--- src/ledcr_pkg.sv ---
// Constants shared by the LED driver control logic
package ledcr_pkg;
	localparam logic [6:0] LEDCR_TARGET_ADDR = 7'h66;
	localparam logic [1:0] LEDCR_OFS_PAIR_A = 2'h0;
	localparam logic [1:0] LEDCR_OFS_PAIR_B = 2'h1;
	localparam logic [1:0] LEDCR_OFS_PAIR_C = 2'h2;
	localparam logic [1:0] LEDCR_OFS_ON_OFF = 2'h3;
	localparam logic [7:0] LEDCR_REG_RESET = 8'h00;
	localparam logic [7:0] LEDCR_USED_MASK = 8'h3F;
	localparam int LEDCR_CLK_HZ = 40000000;
	localparam int LEDCR_STEP_UP_US = 400;
	localparam int LEDCR_STEP_UP_CYC = LEDCR_STEP_UP_US * (LEDCR_CLK_HZ / 1000000);
	localparam int LEDCR_BIT_CNT_LAST = 7;
endpackage

--- src/ledcr_serial.sv ---
// Serial bus target: address match, register pointer, reads and writes
`timescale 1ns/1ps
module ledcr_serial
	import ledcr_pkg::*;
(
	input wire logic mclk, // Core clock
	input wire logic rst, // Synchronous reset
	input wire logic scl_in, // Serial clock, synchronised
	input wire logic sda_in, // Serial data, synchronised
	output logic sda_oe, // Pull data line low
	output logic wr_stb, // Register write pulse
	output logic [1:0] wr_addr, // Register written
	output logic [7:0] wr_data, // Data written
	output logic [1:0] rd_addr, // Register to read
	input wire logic [7:0] rd_data // Read value
);
	typedef enum {ST_IDLE, ST_BEGIN, ST_DEVADR, ST_ACK, ST_REGADR,
		ST_WDATA, ST_RDATA, ST_MACK} ledcr_st_type;
	ledcr_st_type st_r, st_nxt, after_r, after_nxt;
	logic scl_d_r, sda_d_r;
	logic [7:0] sh_r, sh_nxt;
	logic [2:0] cnt_r, cnt_nxt;
	logic [1:0] ptr_r, ptr_nxt;
	logic oe_r, oe_nxt;
	logic stb_nxt, stb_r;
	logic [7:0] wd_r, wd_nxt;
	logic rise, fall, start, stop;
	assign rise = scl_in & ~scl_d_r;
	assign fall = ~scl_in & scl_d_r;
	assign start = scl_in & scl_d_r & sda_d_r & ~sda_in;
	assign stop = scl_in & scl_d_r & ~sda_d_r & sda_in;
	assign sda_oe = oe_r;
	assign wr_stb = stb_r;
	assign wr_addr = ptr_r;
	assign wr_data = wd_r;
	assign rd_addr = ptr_r;
	// Next state of the byte engine
	always_comb begin
		st_nxt = st_r;
		after_nxt = after_r;
		sh_nxt = sh_r;
		cnt_nxt = cnt_r;
		// Pointer steps past each written byte
		ptr_nxt = stb_r ? ptr_r + 2'h1 : ptr_r;
		oe_nxt = oe_r;
		stb_nxt = 1'b0;
		wd_nxt = wd_r;
		if (start) begin
			st_nxt = ST_BEGIN;
			cnt_nxt = 3'h0;
			oe_nxt = 1'b0;
		end else if (stop) begin
			st_nxt = ST_IDLE;
			oe_nxt = 1'b0;
		end else begin
			case (st_r)
			// The clock fall that closes a start is not a data bit
			ST_BEGIN: begin
				if (fall) begin
					st_nxt = ST_DEVADR;
					cnt_nxt = 3'h0;
				end
			end
			ST_DEVADR, ST_REGADR, ST_WDATA: begin
				if (rise) begin
					sh_nxt = {sh_r[6:0], sda_in};
				end
				if (fall) begin
					cnt_nxt = cnt_r + 3'h1;
					if (cnt_r == 3'(LEDCR_BIT_CNT_LAST)) begin
						st_nxt = ST_ACK;
						oe_nxt = 1'b1;
						if (st_r == ST_DEVADR) begin
							if (sh_r[7:1] != LEDCR_TARGET_ADDR) begin // RQ15
								st_nxt = ST_IDLE;
								oe_nxt = 1'b0;
							end else if (sh_r[0]) begin // RQ17
								after_nxt = ST_RDATA;
							end else begin
								after_nxt = ST_REGADR;
							end
						end else if (st_r == ST_REGADR) begin
							ptr_nxt = sh_r[1:0]; // RQ2
							after_nxt = ST_WDATA;
						end else begin
							wd_nxt = sh_r;
							stb_nxt = 1'b1;
							after_nxt = ST_WDATA;
						end
					end
				end
			end
			ST_ACK: begin
				if (fall) begin
					st_nxt = after_r;
					cnt_nxt = 3'h0;
					oe_nxt = 1'b0;
					if (after_r == ST_RDATA) begin
						sh_nxt = rd_data; // RQ6
						oe_nxt = ~rd_data[7];
					end else if (st_r == ST_ACK && after_r == ST_WDATA
						&& ptr_r != LEDCR_OFS_ON_OFF) begin
						ptr_nxt = ptr_r;
					end
				end
			end
			ST_RDATA: begin
				if (fall) begin
					cnt_nxt = cnt_r + 3'h1;
					sh_nxt = {sh_r[6:0], 1'b0};
					oe_nxt = ~sh_r[6];
					if (cnt_r == 3'(LEDCR_BIT_CNT_LAST)) begin
						st_nxt = ST_MACK;
						oe_nxt = 1'b0;
					end
				end
			end
			ST_MACK: begin
				// Master ack continues, nack ends the read
				if (rise) begin
					if (sda_in) begin
						st_nxt = ST_IDLE;
						after_nxt = ST_IDLE;
					end else begin
						ptr_nxt = ptr_r + 2'h1;
						after_nxt = ST_RDATA;
					end
				end
				if (fall && after_r == ST_RDATA && st_r == ST_MACK) begin
					st_nxt = ST_RDATA;
					cnt_nxt = 3'h0;
					sh_nxt = rd_data;
					oe_nxt = ~rd_data[7];
				end
			end
			default: begin
				oe_nxt = 1'b0;
			end
			endcase
		end
	end
	// Register the engine
	always_ff @(posedge mclk) begin
		if (rst) begin
			st_r <= ST_IDLE;
			after_r <= ST_IDLE;
			sh_r <= 8'h00;
			cnt_r <= 3'h0;
			ptr_r <= 2'h0;
			oe_r <= 1'b0;
			stb_r <= 1'b0;
			wd_r <= 8'h00;
			scl_d_r <= 1'b1;
			sda_d_r <= 1'b1;
		end else begin
			st_r <= st_nxt;
			after_r <= after_nxt;
			sh_r <= sh_nxt;
			cnt_r <= cnt_nxt;
			ptr_r <= ptr_nxt;
			oe_r <= oe_nxt;
			stb_r <= stb_nxt;
			wd_r <= wd_nxt;
			scl_d_r <= scl_in;
			sda_d_r <= sda_in;
		end
	end
endmodule // ledcr_serial

--- src/ledcr_top.sv ---
// LED driver control registers, shutdown and pump mode sequencing
// Operation
// RQ1 - Four eight-bit registers: three pair currents and one on/off.
// RQ2 - Addresses 0,1,2 pair A,B,C current; 3 on/off register.
// RQ3 - Current registers: bits 7,6 unused, low six bits set pair code.
// RQ4 - On/off bits 0..5 drive A1,A2,B1,B2,C1,C2; one means on.
// RQ5 - Each on/off bit gates its own channel only.
// RQ6 - Data line bidirectional; all four registers write and read back.
// RQ7 - After enable rises every channel current stays zero until programmed.
// RQ8 - Enable low holds zero-current shutdown; host keeps it low.
// RQ9 - In shutdown every channel output is high impedance, no current.
// RQ10 - Supply below threshold disables all six channels.
// RQ11 - Pump starts in 1x and stays while regulation holds.
// RQ12 - Regulation lost in 1x: go 1.5x after fixed 400 us.
// RQ13 - Restart mode choice at power-up, enable rise, on/off write.
// RQ14 - Host should switch off channels without an attached LED.
// RQ15 - Answer only to fixed target address 1100110.
// RQ16 - Code N gives 0.5 mA times N plus one.
// RQ17 - Read: address write, repeated start, read byte, nack, stop.
// RQ18 - Bus rates up to 400 kbit/s supported.
// RQ19 - All registers clear at power-up and while enable low.
// RQ20 - Upper two bits ignore writes and read back zero.
`timescale 1ns/1ps
module ledcr_top
	import ledcr_pkg::*;
#(
	parameter int STEP_UP_CYC = LEDCR_STEP_UP_CYC
) (
	input wire logic mclk, // Core clock, 40 MHz
	input wire logic rst, // Power-up reset
	input wire logic enable_pin, // Enable input, async
	input wire logic scl_pin, // Serial clock pin
	input wire logic sda_in, // Serial data pin level
	output logic sda_out, // Serial data drive value
	output logic sda_oe, // Serial data drive enable
	input wire logic supply_low_lockout, // Supply under threshold, async
	input wire logic reg_fail, // Currents not held in 1x, async
	output logic pump_boost, // 1 = 1.5x mode, 0 = 1x
	output logic [5:0] code_a, // Pair A current code
	output logic [5:0] code_b, // Pair B current code
	output logic [5:0] code_c, // Pair C current code
	output logic [5:0] sink_on, // Channel sink active
	output logic [5:0] sink_hiz // Channel sink high impedance
);
	logic en_m_r, en_r, scl_m_r, scl_r, sda_m_r, sda_r;
	logic uv_m_r, uv_r, rf_m_r, rf_r, en_d_r;
	logic [7:0] regs_r [4];
	logic [7:0] regs_nxt [4];
	logic wr_stb, soe;
	logic [1:0] wr_addr, rd_addr;
	logic [7:0] wr_data;
	logic boost_r, boost_nxt;
	logic [31:0] wait_r, wait_nxt;
	logic restart, core_rst, active;
	logic [5:0] sink_on_nxt, sink_hiz_nxt, sink_on_r, sink_hiz_r;
	// Two-stage synchronisers for all pin inputs; RQ18 margin at 40 MHz
	always_ff @(posedge mclk) begin
		if (rst) begin
			en_m_r <= 1'b0;
			en_r <= 1'b0;
			scl_m_r <= 1'b1;
			scl_r <= 1'b1;
			sda_m_r <= 1'b1;
			sda_r <= 1'b1;
			uv_m_r <= 1'b0;
			uv_r <= 1'b0;
			rf_m_r <= 1'b0;
			rf_r <= 1'b0;
			en_d_r <= 1'b0;
		end else begin
			en_m_r <= enable_pin;
			en_r <= en_m_r;
			scl_m_r <= scl_pin;
			scl_r <= scl_m_r;
			sda_m_r <= sda_in;
			sda_r <= sda_m_r;
			uv_m_r <= supply_low_lockout;
			uv_r <= uv_m_r;
			rf_m_r <= reg_fail;
			rf_r <= rf_m_r;
			en_d_r <= en_r;
		end
	end
	// Serial engine held in reset during shutdown
	assign core_rst = rst | ~en_r; // RQ8
	ledcr_serial u_serial (
		.mclk(mclk),
		.rst(core_rst),
		.scl_in(scl_r),
		.sda_in(sda_r),
		.sda_oe(soe),
		.wr_stb(wr_stb),
		.wr_addr(wr_addr),
		.wr_data(wr_data),
		.rd_addr(rd_addr),
		.rd_data(regs_r[rd_addr])
	);
	// Open-drain: only ever drive low
	assign sda_out = 1'b0; // RQ6
	assign sda_oe = soe;
	// Register file next values
	always_comb begin
		for (int i = 0; i < 4; i++) begin
			regs_nxt[i] = regs_r[i];
		end
		if (wr_stb) begin
			regs_nxt[wr_addr] = wr_data & LEDCR_USED_MASK; // RQ1 RQ20
		end
	end
	// Registers clear in shutdown so channels come up dark
	always_ff @(posedge mclk) begin
		for (int i = 0; i < 4; i++) begin
			if (core_rst) begin
				regs_r[i] <= LEDCR_REG_RESET; // RQ19 RQ7
			end else begin
				regs_r[i] <= regs_nxt[i];
			end
		end
	end
	// Only the low six bits of a register reach the sinks
	function automatic logic [5:0] used_bits(input logic [7:0] value);
		used_bits = value[5:0];
	endfunction
	// Code drives both channels of a pair; analogue maps N to 0.5*(N+1) mA
	assign code_a = used_bits(regs_r[LEDCR_OFS_PAIR_A]); // RQ3 RQ16
	assign code_b = used_bits(regs_r[LEDCR_OFS_PAIR_B]); // RQ3
	assign code_c = used_bits(regs_r[LEDCR_OFS_PAIR_C]); // RQ3
	// Lockout overrides the on/off bits without touching them
	assign active = en_r & ~uv_r;
	// Per-channel gate; bit order A1,A2,B1,B2,C1,C2
	always_comb begin
		sink_on_nxt = used_bits(regs_r[LEDCR_OFS_ON_OFF]); // RQ4 RQ5
		if (!active) begin
			sink_on_nxt = 6'h00; // RQ10
		end
		sink_hiz_nxt = {6{~en_r}}; // RQ9
	end
	// Sinks registered on one edge so on and high-impedance never overlap
	always_ff @(posedge mclk) begin
		if (rst) begin
			sink_on_r <= 6'h00;
			sink_hiz_r <= 6'h3F;
		end else begin
			sink_on_r <= sink_on_nxt;
			sink_hiz_r <= sink_hiz_nxt;
		end
	end
	assign sink_on = sink_on_r;
	assign sink_hiz = sink_hiz_r;
	// Mode choice restarts on enable rise or on/off write
	assign restart = (en_r & ~en_d_r)
		| (wr_stb & (wr_addr == LEDCR_OFS_ON_OFF)); // RQ13
	always_comb begin
		boost_nxt = boost_r;
		wait_nxt = wait_r;
		if (restart | ~active) begin
			boost_nxt = 1'b0; // RQ11
			wait_nxt = 32'h0;
		end else if (!boost_r) begin
			if (rf_r) begin
				// Deficit must persist the whole wait before stepping up
				if (wait_r >= 32'(STEP_UP_CYC - 1)) begin
					boost_nxt = 1'b1; // RQ12
				end else begin
					wait_nxt = wait_r + 32'h1;
				end
			end else begin
				wait_nxt = 32'h0;
			end
		end
	end
	always_ff @(posedge mclk) begin
		if (rst) begin
			boost_r <= 1'b0;
			wait_r <= 32'h0;
		end else begin
			boost_r <= boost_nxt;
			wait_r <= wait_nxt;
		end
	end
	assign pump_boost = boost_r;
endmodule // ledcr_top

--- config.mk ---
export PLATFORM = sky130hd
export DESIGN_NAME = ledcr_top
export DESIGN_NICKNAME = d
export VERILOG_FILES = /design/src/ledcr_pkg.sv /design/src/ledcr_serial.sv /design/src/ledcr_top.sv
export SDC_FILE = /design/constraint.sdc
export NUM_CORES = 1
export LEC_CHECK = 0
export ABC_CLOCK_PERIOD_IN_PS = 1740
export BUFFER_PORTS_ARGS = -buffer_cell sky130_fd_sc_hd__buf_4
export CAP_MARGIN = 0
export CORE_MARGIN = 3
export CORE_UTILIZATION = 50
export CTS_CLUSTER_DIAMETER = 100
export DETAILED_ROUTE_END_ITERATION = 10
export GPL_TIMING_DRIVEN = 0
export PLACE_DENSITY = 0.68
export SETUP_SLACK_MARGIN = 0.5
export SLEW_MARGIN = 40
export SYNTH_ARGS = -nofsm -noshare
export SYNTH_HDL_FRONTEND = slang
export SYNTH_SLANG_ARGS = --single-unit
--- constraint.sdc ---
create_clock -name mclk -period 1.74 [get_ports mclk]
set_input_delay 0.348 -clock mclk [delete_from_list [all_inputs] [get_ports mclk]]
set_output_delay 0.348 -clock mclk [all_outputs]
set_load 0.01 [all_outputs]
* Yosys cells after proc, flatten, opt, wreduce, memory -nomap -nowiden *
Memory sizes are Yosys's and may differ from the RTL's. A register that Yosys moved wholly into a read port is not among the register bits.
Cells that the tools add are included.

operators by class
  multiplexer cells = 74
  equality and inequality tests = 42
  order comparisons = 3
  add/subtract/negate cells = 3
  bitwise gates (word level) = 37
  reductions and logical operators = 26

operator list
  cell                   number
  $mux 32                18
  $eq 32x3->1 const B    6
  $pmux 32 s5            1
  $eq 32x4->1 const B    4
  $mux 8                 10
  $eq 32x2->1 const B    2
  $pmux 32 s2            1
  $add 32x1->32 const B  1
  $bwmux 32              1
  $eq 32x1->1 const B    1
  $ge 32x14->1 const B   1
  $mux 2                 16
  $pmux 8 s4             1
  $ne 2x1->1 const B     12
  $ne 4x1->1 const B     6
  $not 1->1              19
  $mux 1                 18
  $reduce_and 9->1       2
  $demux 8 s2            1
  $reduce_and 7->1       2
  $mux 3                 4
  $and 1x1->1            10
  $pmux 3 s3             1
  $reduce_and 8->1       1
  31 further kinds       46

word-level totals
  bits in writable memories = 32
  flip-flop bits (word level) = 132
  input bits = 7
  output and inout bits = 33
  word-level logic and storage cells = 211
  memories kept = 1

memories
  name    depth  bits a word  read ports  clocked after memory_dff  write ports  RTL line         RTL
  regs_r  4      8            6           2                         4            ledcr_top.sv:47  logic [7:0] regs_r [4];

* Longest topological paths before layout *
  depth in word-level cells = 11
  gate-level depth with buffers = 8
  mapped depth without buffers = 7

* Modules after synthesis *
From an unflattened synthesis, not the netlist that was laid out.

second synthesis, totals
  cell total of the unflattened synthesis = 516
  area total of the unflattened synthesis = 4,916.0 um^2

by module, submodules not included
  module        seq. area each (um^2)  instances  cells an instance  area an instance (um^2)
  ledcr_top     1,501.4                1          291                3,032.9
  ledcr_serial  620.6                  1          225                1,883.1

* Worst setup path before layout *
Ideal clock, no wire load.

  path kind = register to register
  start point = reg wait_r[0]
  end point = reg wait_r[6]
  stages on the path, launching flop included = 7
  library setup time = 0.059 ns
  data arrival time = 1.841 ns
  setup slack = -0.160 ns
  data required time = 1.681 ns
  path buffers = 1
  period minus slack after synthesis = 1.900 ns
  path through = dfxtp_1 -> ha_1 -> a311o_1 -> a211o_1 -> buf_2 -> or4_1 -> nand2_1

between the ends
  cells in the longest elaborated chain, start to end = 3
  elaborated cells between the ends (all ways) = 6
  those cells by class = add/sub: 1; order compare: 1; eq/ne: 1; mux: 2; reduce/logical: 1

RTL lines
  what                                                  RTL line                            RTL
  from (decl)                                           ledcr_top.sv:53                     logic [31:0] wait_r, wait_nxt;
  from (signal assigned)                                ledcr_top.sv:178                    wait_r <= wait_nxt;
  $add 32x1->32 / $ge 32x14->1 (equally long branches)  ledcr_top.sv:165, ledcr_top.sv:162
  $mux 32 / $ne 2x2->1 (equally long branches)          --
  $mux 32 / $reduce_and 2->1 (equally long branches)    --

Several ways; a longest one is shown, not always the timed one. The select of a mux whose other input is x is not followed.
A chain may end at the register's enable or synchronous reset.

* Final worst setup path *
  start point = reg wait_r[0]
  end point = reg wait_r[2]

Same word-level chain as after synthesis.

==> impl_metrics.json <==
{
  "status": "finished with violations",
  "failed_checks": "setup timing",
  "crit_fanout": 6,
  "async_reset_ff_share_pct": 0,
  "clock_sinks": 106,
  "drive_gt1_share_pct": 44.33,
  "htreeDepth": 3,
  "hold_depth": 2,
  "finalClockSkew_ns": 0.01641,
  "ys_types": 56,
  "hold_class": "in -> reg",
  "core_area_um2": 8806,
  "die_x_um": 101.5,
  "cts_buffers": 9,
  "viasPerCell": 6.024,
  "path_clk_slew_ns": 0.11,
  "rr_endpoint": "wait_r[2]",
  "wire_per_inst_um": 17.91,
  "drtPass1Iterations": 4,
  "fp.dieH_um": 101.5,
  "met3_usage_pct": 4.683,
  "period_minus_slack_ns": 1.879,
  "fillers": 589,
  "path_delay_family": "compound AO/OA/AOI/OAI gates",
  "ir_drop_mv": 0.3865,
  "cp.arrival_ns": 2.18,
  "drtAntennaViolNets": 0,
  "end_kind": "flop",
  "r2r_start": "wait_r[0]",
  "fin_crit_sh_pct": 108.0,
  "final_util_pct": 73.88,
  "grt_usage_pct": 24.26,
  "synthFlopType": "dfxtp_1",
  "place.gp.congestion": 0.8853,
  "first_global_vias": 4013,
  "fmax_mhz": 532.2,
  "ys_seq_elements": 106,
  "syn_area_um2": 4564,
  "seq_area_frac_synth_pct": 46.49,
  "rrSetupSlack_ns": -0.14,
  "tritoncts": "yes",
  "ctsLongestPathBuffers": 2,
  "synthMostInstantiatedCell": "dfxtp_1",
  "hp-start": "scl_pin",
  "pre_cts_slack_ns": -0.3598,
  "synth.area.top_cells": "dfxtp_1, nand2_1, a21oi_1, nand3_1, and3_1",
  "grt-ovfl-total": 0,
  "setup_viol": 16,
  "syn_avg_cell_area_um2": 8.932,
  "setup.worst_path.start": "wait_r[0]",
  "drc": 0,
  "io-pin-count": 40,
  "syn_nets": 525,
  "grt_max_degree": 19,
  "cts-root-buf": "clkbuf_8",
  "rows": 34,
  "hold_end": "scl_m_r",
  "crit_slowest_cell": "or4_1",
  "syn_inst": 511,
  "critPathBufInv": 1,
  "layout_setup_ws_ns": -0.1391,
  "cellPowerDensity_nw_per_um2": 623.7,
  "nets": 618,
  "required_ns": 2.04,
  "final-hold-violation-count": 0,
  "regArea_um2": 2180,
  "placed_cells": 657,
  "io_buffers": 38,
  "synth_commonest_cells": "dfxtp_1, nand2_1, a21oi_1",
  "fin_cells": 717,
  "die-area_um2": 10310,
  "gr-max-usage-layer": "met2",
  "synth_edf_count": 0,
  "cp_cell_sequence": "ha_4 -> a311o_1 -> a211o_1 -> buf_6 -> or4_1 -> nand2_1",
  "crit_type": "reg -> reg",
  "clk_latency_ns": 0.37,
  "area_delta_synth_final_pct": 42.54,
  "multiInputGateArea_um2": 2843,
  "dp_hpwl_um": 7763,
  "drt_iter0_drc": 216,
  "ff2ff_path_depth": 6,
  "p_leak_nw": 2.380,
  "rsz0062_at_grt": "true",
  "vias": 4319,
  "antenna_cells": 0,
  "antenna_found_initial": 0,
  "grtUsageMet2_pct": 42.00,
  "cap_viol_max_count": 0,
  "start_kind": "flop",
  "initial_core_util_pct": 51.83,
  "ctsHoldBuffers": 0,
  "synth.top_cell.area_share_pct": 46.49,
  "yosys_warnings": 0,
  "cpPeakStageDelay_ns": 0.39,
  "grt_pass1_wl_um": 19870,
  "grt_util_met1_pct": 30.51,
  "finalWirelength_um": 12840,
  "maxSlewViolCount": 0,
  "synth_top_area_cell": "dfxtp_1"
}
layout by cell type (no fill, tap or decap), types with 7 or more instances in the layout:
| master | synthesis | routed |
|---|---|---|
| dfxtp_1 | 106 | 74 |
| buf_4 | 6 | 57 |
| nand2_1 | 63 | 55 |
| nand3_1 | 39 | 36 |
| a21oi_1 | 41 | 35 |
| buf_6 | 0 | 33 |
| dfxtp_2 | 0 | 25 |
| nor2_1 | 27 | 20 |
| and3_4 | 0 | 19 |
| mux2i_1 | 14 | 13 |
| clkbuf_8 | 0 | 12 |
| and2_1 | 9 | 9 |
| o21ai_1 | 0 | 9 |
| or3_1 | 8 | 8 |
| nand2b_1 | 7 | 7 |
| clkbuf_2 | 0 | 7 |
| ha_4 | 0 | 7 |
| dfxtp_4 | 0 | 7 |
state kept, by name, indices dropped and copies added (netlist names), 2 cells and up, named ones only:
register,count
regs_r,24
sink_on,6
u_serial.after_r,3
u_serial.cnt_r,3
u_serial.rd_addr,2
u_serial.sh_r,8
u_serial.st_r,3
u_serial.wr_data,6
wait_r,32
metal layers:
metal,share of wire (%),routed length (um)
met5,0,0
met4,2.3,301
met3,6.0,776
met2,51,6506
met1,41,5260
power breakdown:
group / total (W) / switching, W / internal (W)
Clock: 0.00151 / 0.000893 / 0.000621
Combinational: 0.000107 / 0.0000539 / 0.0000530
Sequential: 0.00244 / 0.0000110 / 0.00243
Total: 0.00406 / 0.000958 / 0.00310
layout make-up:
cell class	count	area share, %
clock inverter	5	0.7115
tap	108	2.077
inverter	8	0.5962
timing repair buffer	82	11.50
clock buffer	11	2.327
sequential	106	33.50
buffer	36	5.596
multi-input combinational	361	43.69
per-stage QoR:
| step | instance area (um^2) | setup TNS, ns | hold slack, ns | power (W) |
|---|---|---|---|---|
| finish | 6506 | -1.549 | 0.1610 | 0.004058 |
| global route | 6506 | -3.390 | 0.1414 | 0.004195 |
| CTS | 6198 | -1.292 | 0.1405 | 0.004087 |
| detailed placement | 5271 | -3.178 | 0.3938 | 0.002582 |
| global placement | 5271 | -2.768 | 0.3952 | 0.002581 |
| floorplan | 4851 | -0.02736 | 0.3894 | 0.002549 |
cells by family after synthesis:
| kind of cell | share of synthesized area [%] |
|---|---|
| adders and majority gates | 2.138 |
| DFF | 46.49 |
| xor gates and xnor gates | 0.1919 |
| buffers and inverters | 4.304 |
| other | 0.08216 |
| and+or+nand+nor | 26.34 |
| muxes | 6.031 |
| AOI/OAI and AO/OA | 14.42 |
how the worst max path moves through the flow:
stage / endpoint / slack (ns) / cells past startpoint
after floorplan: wait_r[9] / -0.01 / 5
after CTS: wait_r[9] / -0.14 / 5
after detailed placement: wait_r[5] / -0.36 / 7
final: wait_r[2] / -0.14 / 6
after global placement: wait_r[5] / -0.36 / 7
after global routing: u_serial.after_r[2] / -0.27 / 8
what timing repair did:
action	in CTS	in global routing
resized for setup	112	72
cloned	3	0
pin swaps	47	26
setup buffers	30	11
setup endpoints to repair	95	106
Power figures use the tool's default switching activity.
